`config.mk`:
```
export PLATFORM = sky130hd
export DESIGN_NAME = utdh_core
export DESIGN_NICKNAME = d
export VERILOG_FILES = /design/src/utdh_pkg.sv /design/src/utdh_core.sv
export SDC_FILE = /design/constraint.sdc
export NUM_CORES = 1
export LEC_CHECK = 0
export BUFFER_PORTS_ARGS = -buffer_cell sky130_fd_sc_hd__buf_2
export CAP_MARGIN = 10
export CORE_MARGIN = 4
export CORE_UTILIZATION = 45
export DETAILED_ROUTE_END_ITERATION = 8
export PLACE_DENSITY_LB_ADDON = 0.1
export REMOVE_ABC_BUFFERS = 1
export SLEW_MARGIN = 20
export SYNTH_ARGS = -nofsm -noshare
export SYNTH_HDL_FRONTEND = slang
export SYNTH_SLANG_ARGS = --single-unit
```
`constraint.sdc`:
```
create_clock -name clk -period 1.9 [get_ports clk]
set_input_delay 0.095 -clock clk [delete_from_list [all_inputs] [get_ports clk]]
set_output_delay 0.095 -clock clk [all_outputs]
set_load 0.01 [all_outputs]
```
`src/utdh_pkg.sv`:
```
// constants and types for the transceiver data handshake block
package utdh_pkg;

  // ==========================================================
  // widths and depths
  localparam int DATA_W = 16;
  localparam int BYTE_W = 8;
  localparam int DEPTH = 2;

  // ==========================================================
  // reset values and the zero fill byte
  localparam logic RST_LOW = 1'b0;
  localparam logic RST_OE_N = 1'b1;
  localparam logic [1:0] RST_COUNT = 2'h0;
  localparam logic [15:0] RST_DATA = 16'h0000;
  localparam logic [7:0] ZERO_BYTE = 8'h00;

  // ==========================================================
  // receive sequencing states
  typedef enum logic [1:0] {
    UTDH_IDLE = 2'b00,
    UTDH_RECV = 2'b01,
    UTDH_DRAIN = 2'b10
  } utdh_rx_st_t;

  // one word with its upper byte qualifier
  typedef struct packed {
    logic [15:0] data;
    logic hi;
  } utdh_word_t;

  // whole state of the core
  typedef struct packed {
    logic m16_s1;
    logic m16_s2;
    utdh_rx_st_t st;
    utdh_word_t [1:0] ent;
    logic wr;
    logic rd;
    logic [1:0] count;
    logic in_ready;
    utdh_word_t tx_hold;
    logic tx_full;
    logic txready;
    logic rxvalid;
    logic rxerror;
    logic rxactive;
    logic [15:0] dout;
    logic validh_out;
    logic oe_n_hi;
    logic oe_n_lo;
    logic validh_oe_n;
  } utdh_state_t;

endpackage

```
`src/utdh_core.sv`:
```
// data handshake core between transceiver receive/transmit engines and SIE
`timescale 1ns/1ps
module utdh_core (
  input wire logic clk,
  input wire logic rstn,
  input wire logic ce,
  input wire logic mode16_pin,
  input wire logic tx_valid,
  input wire logic [15:0] data_in,
  input wire logic validh_in,
  output logic [15:0] data_out,
  output logic data_oe_n_hi,
  output logic data_oe_n_lo,
  output logic validh_out,
  output logic validh_oe_n,
  output logic tx_ready,
  output logic rx_valid,
  output logic rx_active,
  output logic rx_error,
  input wire logic rx_in_valid,
  input wire utdh_pkg::utdh_word_t rx_in_word,
  output logic rx_in_ready,
  input wire logic rx_sop_active,
  input wire logic rx_err_in,
  output utdh_pkg::utdh_word_t tx_line_word,
  output logic tx_line_valid,
  input wire logic tx_line_ready
);

  // ==========================================================
  // state
  utdh_pkg::utdh_state_t s;
  utdh_pkg::utdh_state_t next_s;
  logic mode16;
  logic take;
  logic push;
  logic pop;
  utdh_pkg::utdh_word_t head;

  // ==========================================================
  // next state
  always_comb begin
    next_s = s;
    mode16 = s.m16_s2;
    head = s.ent[s.rd];
    // mode strap through two flops
    next_s.m16_s1 = mode16_pin;
    next_s.m16_s2 = s.m16_s1;
    // transmit word taken on a ready edge
    take = tx_valid & s.txready;
    if (s.tx_full && tx_line_ready) begin
      next_s.tx_full = 1'b0;
    end
    if (take) begin
      next_s.tx_hold.data = mode16 ? data_in
                                   : {utdh_pkg::ZERO_BYTE, data_in[7:0]};
      next_s.tx_hold.hi = mode16 & validh_in;
      next_s.tx_full = 1'b1;
    end
    // receive buffer: pop blocked while the SIE owns the 16-bit bus
    push = rx_in_valid & s.in_ready;
    pop = (s.count != utdh_pkg::RST_COUNT) & (~mode16 | ~tx_valid);
    // no take in a cycle where the device drives the shared 16-bit bus
    next_s.txready = ~next_s.tx_full & ~(mode16 & pop);
    if (push) begin
      next_s.ent[s.wr] = rx_in_word;
      next_s.wr = ~s.wr;
    end
    next_s.rxvalid = pop;
    if (pop) begin
      next_s.rd = ~s.rd;
      next_s.dout = mode16 ? head.data
                           : {head.data[7:0], utdh_pkg::ZERO_BYTE};
      next_s.validh_out = mode16 & head.hi;
    end
    next_s.count = s.count + 2'(push) - 2'(pop);
    next_s.in_ready = next_s.count < 2'(utdh_pkg::DEPTH);
    // bus direction: upper lines always out in 8-bit mode
    next_s.oe_n_hi = ~(~mode16 | pop);
    next_s.oe_n_lo = ~(mode16 & pop);
    next_s.validh_oe_n = ~(mode16 & pop);
    // error registered one edge after rx_err_in, not through the data buffer
    next_s.rxerror = rx_err_in
                   & (rx_sop_active | s.st != utdh_pkg::UTDH_IDLE);
    // receive activity sequencing
    case (s.st)
      utdh_pkg::UTDH_IDLE: begin
        if (rx_sop_active) begin
          next_s.st = utdh_pkg::UTDH_RECV;
        end
      end
      utdh_pkg::UTDH_RECV: begin
        if (!rx_sop_active) begin
          next_s.st = utdh_pkg::UTDH_DRAIN;
        end
      end
      utdh_pkg::UTDH_DRAIN: begin
        if (rx_sop_active) begin
          next_s.st = utdh_pkg::UTDH_RECV;
        end else if (s.count == utdh_pkg::RST_COUNT) begin
          // leave only after the last word's valid cycle has passed
          next_s.st = utdh_pkg::UTDH_IDLE;
        end
      end
      default: begin
        next_s.st = utdh_pkg::UTDH_IDLE;
      end
    endcase
    // activity flag registered so the output leaves a flop
    next_s.rxactive = (next_s.st != utdh_pkg::UTDH_IDLE);
  end

  // ==========================================================
  // state register
  always_ff @(posedge clk) begin
    if (!rstn) begin
      s <= '0;
      s.st <= utdh_pkg::UTDH_IDLE;
      s.count <= utdh_pkg::RST_COUNT;
      s.in_ready <= utdh_pkg::RST_LOW;
      s.txready <= utdh_pkg::RST_LOW;
      s.dout <= utdh_pkg::RST_DATA;
      s.oe_n_hi <= utdh_pkg::RST_OE_N;
      s.oe_n_lo <= utdh_pkg::RST_OE_N;
      s.validh_oe_n <= utdh_pkg::RST_OE_N;
    end else if (ce) begin
      s <= next_s;
    end
  end

  // ==========================================================
  // outputs straight from flops
  assign data_out = s.dout;
  assign data_oe_n_hi = s.oe_n_hi;
  assign data_oe_n_lo = s.oe_n_lo;
  assign validh_out = s.validh_out;
  assign validh_oe_n = s.validh_oe_n;
  assign tx_ready = s.txready;
  assign rx_valid = s.rxvalid;
  assign rx_active = s.rxactive;
  assign rx_error = s.rxerror;
  assign rx_in_ready = s.in_ready;
  assign tx_line_word = s.tx_hold;
  assign tx_line_valid = s.tx_full;

  // ==========================================================
  // checks
  property p_take_fills;
    @(posedge clk) disable iff (!rstn)
      (ce && tx_valid && tx_ready) |=> tx_line_valid;
  endproperty
  AST_TX_TAKE: assert property (p_take_fills)
    else $error("taken transmit word not held");

  AST_TX_READY_FREE: assert property (@(posedge clk) disable iff (!rstn)
    (ce && tx_ready) |-> !tx_line_valid)
    else $error("transmit ready while holding full");

  AST_DRIVE_16: assert property (@(posedge clk) disable iff (!rstn)
    (ce && $past(ce) && $past(mode16) && rx_valid)
      |-> (!data_oe_n_lo && !validh_oe_n))
    else $error("16-bit receive word not driven");

  AST_NO_DRIVE_TX: assert property (@(posedge clk) disable iff (!rstn)
    (ce && mode16 && tx_valid) |=> data_oe_n_lo)
    else $error("device drove bus during transmit");

  AST_VALIDH_FULL: assert property (@(posedge clk) disable iff (!rstn)
    (ce && mode16 && pop && head.hi) |=> validh_out)
    else $error("upper qualifier missing on full word");

  AST_VALIDH_LOW: assert property (@(posedge clk) disable iff (!rstn)
    (ce && pop && !(mode16 && head.hi)) |=> !validh_out)
    else $error("upper qualifier set on byte word");

  AST_BYTE_UPPER: assert property (@(posedge clk) disable iff (!rstn)
    (ce && !mode16 && pop) |=> (data_out[15:8] == $past(head.data[7:0])
      && !data_oe_n_hi))
    else $error("8-bit receive byte not on upper lines");

  AST_RXVALID_SRC: assert property (@(posedge clk) disable iff (!rstn)
    (ce && rx_valid) |-> $past(s.count) != 2'h0)
    else $error("receive valid with empty buffer");

  AST_ACTIVE_HOLD: assert property (@(posedge clk) disable iff (!rstn)
    (ce && rx_sop_active) |=> rx_active [*2])
    else $error("receive active dropped during packet");

  AST_ERR_TIME: assert property (@(posedge clk) disable iff (!rstn)
    (ce && rx_err_in && rx_sop_active) |=> rx_error)
    else $error("receive error not flagged");

  COV_RX16: cover property (@(posedge clk) mode16 && rx_valid && validh_out);
  COV_TX: cover property (@(posedge clk) tx_valid && tx_ready);
  COV_FULL: cover property (@(posedge clk) s.count == 2'h2 && tx_valid);
  COV_ERR: cover property (@(posedge clk) rx_error && rx_active);

endmodule

```
==> flow_summary.toml <==
[route]
postRouteAntennaNets = 0
drt_first_iter_violations = 98
drc = 0
routed_metal_1_wirelength_um = 3880
route.detailed.wl_per_inst_um = 13.4
detail_route.wirelength_um = 8250
dr_total_vias = 3011
route.met2.wl_um = 3920
topRoutingLayerUsed = "met4"
met3_length_um = 370
drt_pre_antenna_iters = 4
post_drt_via_cell_ratio = 4.90

[worst_setup_path]
critPathCaptureType = "register"
crit_type = "reg2reg"
critical_path.max_fanout = 4
setup.worst_path.start_class = "register"
crit_arrival_ps = 1900
reg2regPathDepth = 8
crit_required_ps = 2130

[timing]
worst_pin_slew_ps = 705
timing.final.ws_setup_ps = 226
slew-limit-headroom_pct = 52.9
totalNegativeSetupSlack_ps = 0
timing_max_transition_violations_final = 0
finalHoldWorstSlack_ps = 11.3
hold_viol_final = 0
skew_ps = 9.25
period_needed_ps = 1670
setup_viol_count_final = 0
rsz0062_at_grt = "false"
layout_worst_path_cycle_share_pct = 88.1
clock.fmax_mhz = 597

[placed_design]
detailedPlace.worstSlack_ps = 239
place.port_buffers = 85
placed_cells = 566
gpl.final_weighted_congestion = 0.735
dpl.hpwl_um = 5210

[power]
power.total_mw = 4.18
power_density_nw_per_um2 = 941
max-vdd-ir-drop_mv = 0.390
power.static_leakage_nw = 1.77

[synth]
synth-seq-area-share_pct = 45.4
number_of_instances_in_the_synthesized_netlist = 428
post_synthesis_instance_area_sq_um = 3700
syn_avg_cell_area_sq_um = 8.65
ys_types = 35
yosys_register_bits = 84
synth_area_leaders = "sky130_fd_sc_hd__dfxtp_1 45%, sky130_fd_sc_hd__nand2_1 13%, sky130_fd_sc_hd__a21oi_1 9.9%, sky130_fd_sc_hd__buf_4 7.1%, sky130_fd_sc_hd__mux4_2 4.9%"
synth_largest_type_area_fraction_pct = 45.4
yosys_warnings = 0
synth_top_cell_by_area = "sky130_fd_sc_hd__dfxtp_1"

[finish]
antenna_cells = 0
area_delta_synth_final_pct = 20.0
nets = 553
share_of_cells_above_drive_strength_1_pct = 26.9
final-instance-count-excl-fill = 615

[cts]
cts-buffers-inserted = 9
cts-resized-gates = 0
cts-root-to-sink-buffers = 2
clock_latency_ps = 350
clock_tree.root_cell = "sky130_fd_sc_hd__clkbuf_8"
cts_post_setup_buffers_inserted = 0
cts_tree = "built"
numClockSinks = 84
worst_setup_hold_path_clk_slew_ps = 90
htree_num_levels = 3

[grt]
grt.overflow.total = 0
grt_start_max_net_pins = 45
grtUsageTotal_pct = 17.2
grt_pass1_vias = 2907
antenna_violations_before_repair = 0
wire_length_of_the_first_global_routing_pass_um = 13700

[floorplanning]
floorplan.die.height_um = 98.7
design.core.area_sq_um = 7850
standard_cell_row_count = 32
initial_standard_cell_utilization_of_the_core_pct = 47.2
die_area_sq_um = 9740
dieWidth_um = 98.7
design.portCount = 86

[run]
drv_cap = 0

[min_path]
hold_path_class = "in2reg"
timing.hold.worst_path_depth = 3

[status]
run_status = "complete, no violations"
per-layer routing:
metal	global-route usage, %	up-vias
li1	-	1547
met1	22.6	1403
met2	27.8	55
met3	4.39	6
met4	5.25	0
met5	0	-
synthesized netlist by cell type, drive strengths merged:
library cell	instances
mux2i	5
a31oi	1
buf	46
nor2	9
nand4	1
nand3	22
and2	1
dfxtp	84
o221ai	1
and3	1
clkbuf	15
xor2	3
nand3b	1
nand2	126
mux2	9
nand2b	6
inv	5
o21ai	3
mux4	8
o311ai	1
ha	2
a21oi	75
a222oi	1
a2bb2oi	1
xnor2	1
area by class of cell:
class | instances | area, sq um
inverter | 5 | 18.8
tap | 102 | 128
multi-input combinational | 278 | 1550
fill | 775 | 3410
timing repair buffer | 130 | 846
clock inverter | 4 | 72.6
sequential | 84 | 1680
clock buffer | 12 | 145
flip-flops by register name, summed over array words and instances (netlist names):
signal	cells
s	40
tx_line_word	17
data_out	16
data_oe_n_hi	1
mode16	1
next_s	1
rx_active	1
rx_error	1
rx_in_ready	1
rx_valid	1
tx_line_valid	1
tx_ready	1
validh_oe_n	1
validh_out	1
critical path: stages (launching register included):
cell and delay (ps):
sky130_fd_sc_hd__dfxtp_1 450, sky130_fd_sc_hd__a2bb2oi_4 170, sky130_fd_sc_hd__ha_1 230, sky130_fd_sc_hd__inv_1 60, sky130_fd_sc_hd__ha_1 140, sky130_fd_sc_hd__xor2_1 210, sky130_fd_sc_hd__nand2_1 90, sky130_fd_sc_hd__xor2_1 150
sky130_fd_sc_hd__nor2_1 50
repair_timing:
action | in CTS | in global routing
endpoints found under the hold margin | 46 | 0
endpoints found under the setup margin | 0 | 0
hold buffers | 33 | 0
cells by family after synthesis:
logic type | Yosys count | synth area share (%)
simple gates | 167 | 18.9
flops | 84 | 45.4
compound gates | 83 | 12.4
buf+inv | 66 | 12.7
mux | 22 | 8.96
xor+xnor | 4 | 0.946
fa+ha+maj | 2 | 0.676
placed cells by master (no fill, tap or decap), types with 7 or more instances in the layout:
master                            n
sky130_fd_sc_hd__a21oi_1         73
sky130_fd_sc_hd__buf_2           85
sky130_fd_sc_hd__buf_4           12
sky130_fd_sc_hd__clkbuf_8        10
sky130_fd_sc_hd__dfxtp_1         84
sky130_fd_sc_hd__dlygate4sd3_1   33
sky130_fd_sc_hd__mux2_2           9
sky130_fd_sc_hd__mux4_2           8
sky130_fd_sc_hd__nand2_1        125
sky130_fd_sc_hd__nand3_1         20
sky130_fd_sc_hd__nor2_1           7
worst paths after layout:
| path | slack (ps) | endpoint | start |
|---|---|---|---|
| max | 230 | s[44]$_SDFFE_PN0P_ | s[44]$_SDFFE_PN0P_ |
| min | 10 | tx_line_word[14]$_SDFFE_PN0P_ | data_in[13] |
| max reg2reg | 230 | s[44]$_SDFFE_PN0P_ | s[44]$_SDFFE_PN0P_ |
| min reg2reg | 450 | data_out[5]$_SDFFE_PN0P_ | data_out[5]$_SDFFE_PN0P_ |
through the flow:
stage	instance area [sq um]	utilization [%]
floorplan	3250	-
global placement	3890	49.6
detailed placement	3890	49.6
CTS	4440	56.6
global route	4440	56.6
finish	4440	56.6
report_power, final:
| group | total [mW] | leakage, nW | switching, mW | internal (mW) |
|---|---|---|---|---|
| registers | 1.92 | 0.680 | 0.0771 | 1.85 |
| clock network | 1.40 | 0.107 | 0.626 | 0.776 |
| logic | 0.854 | 0.986 | 0.464 | 0.390 |
| total | 4.18 | 1.77 | 1.17 | 3.01 |
(Power assumes the default switching activity.)
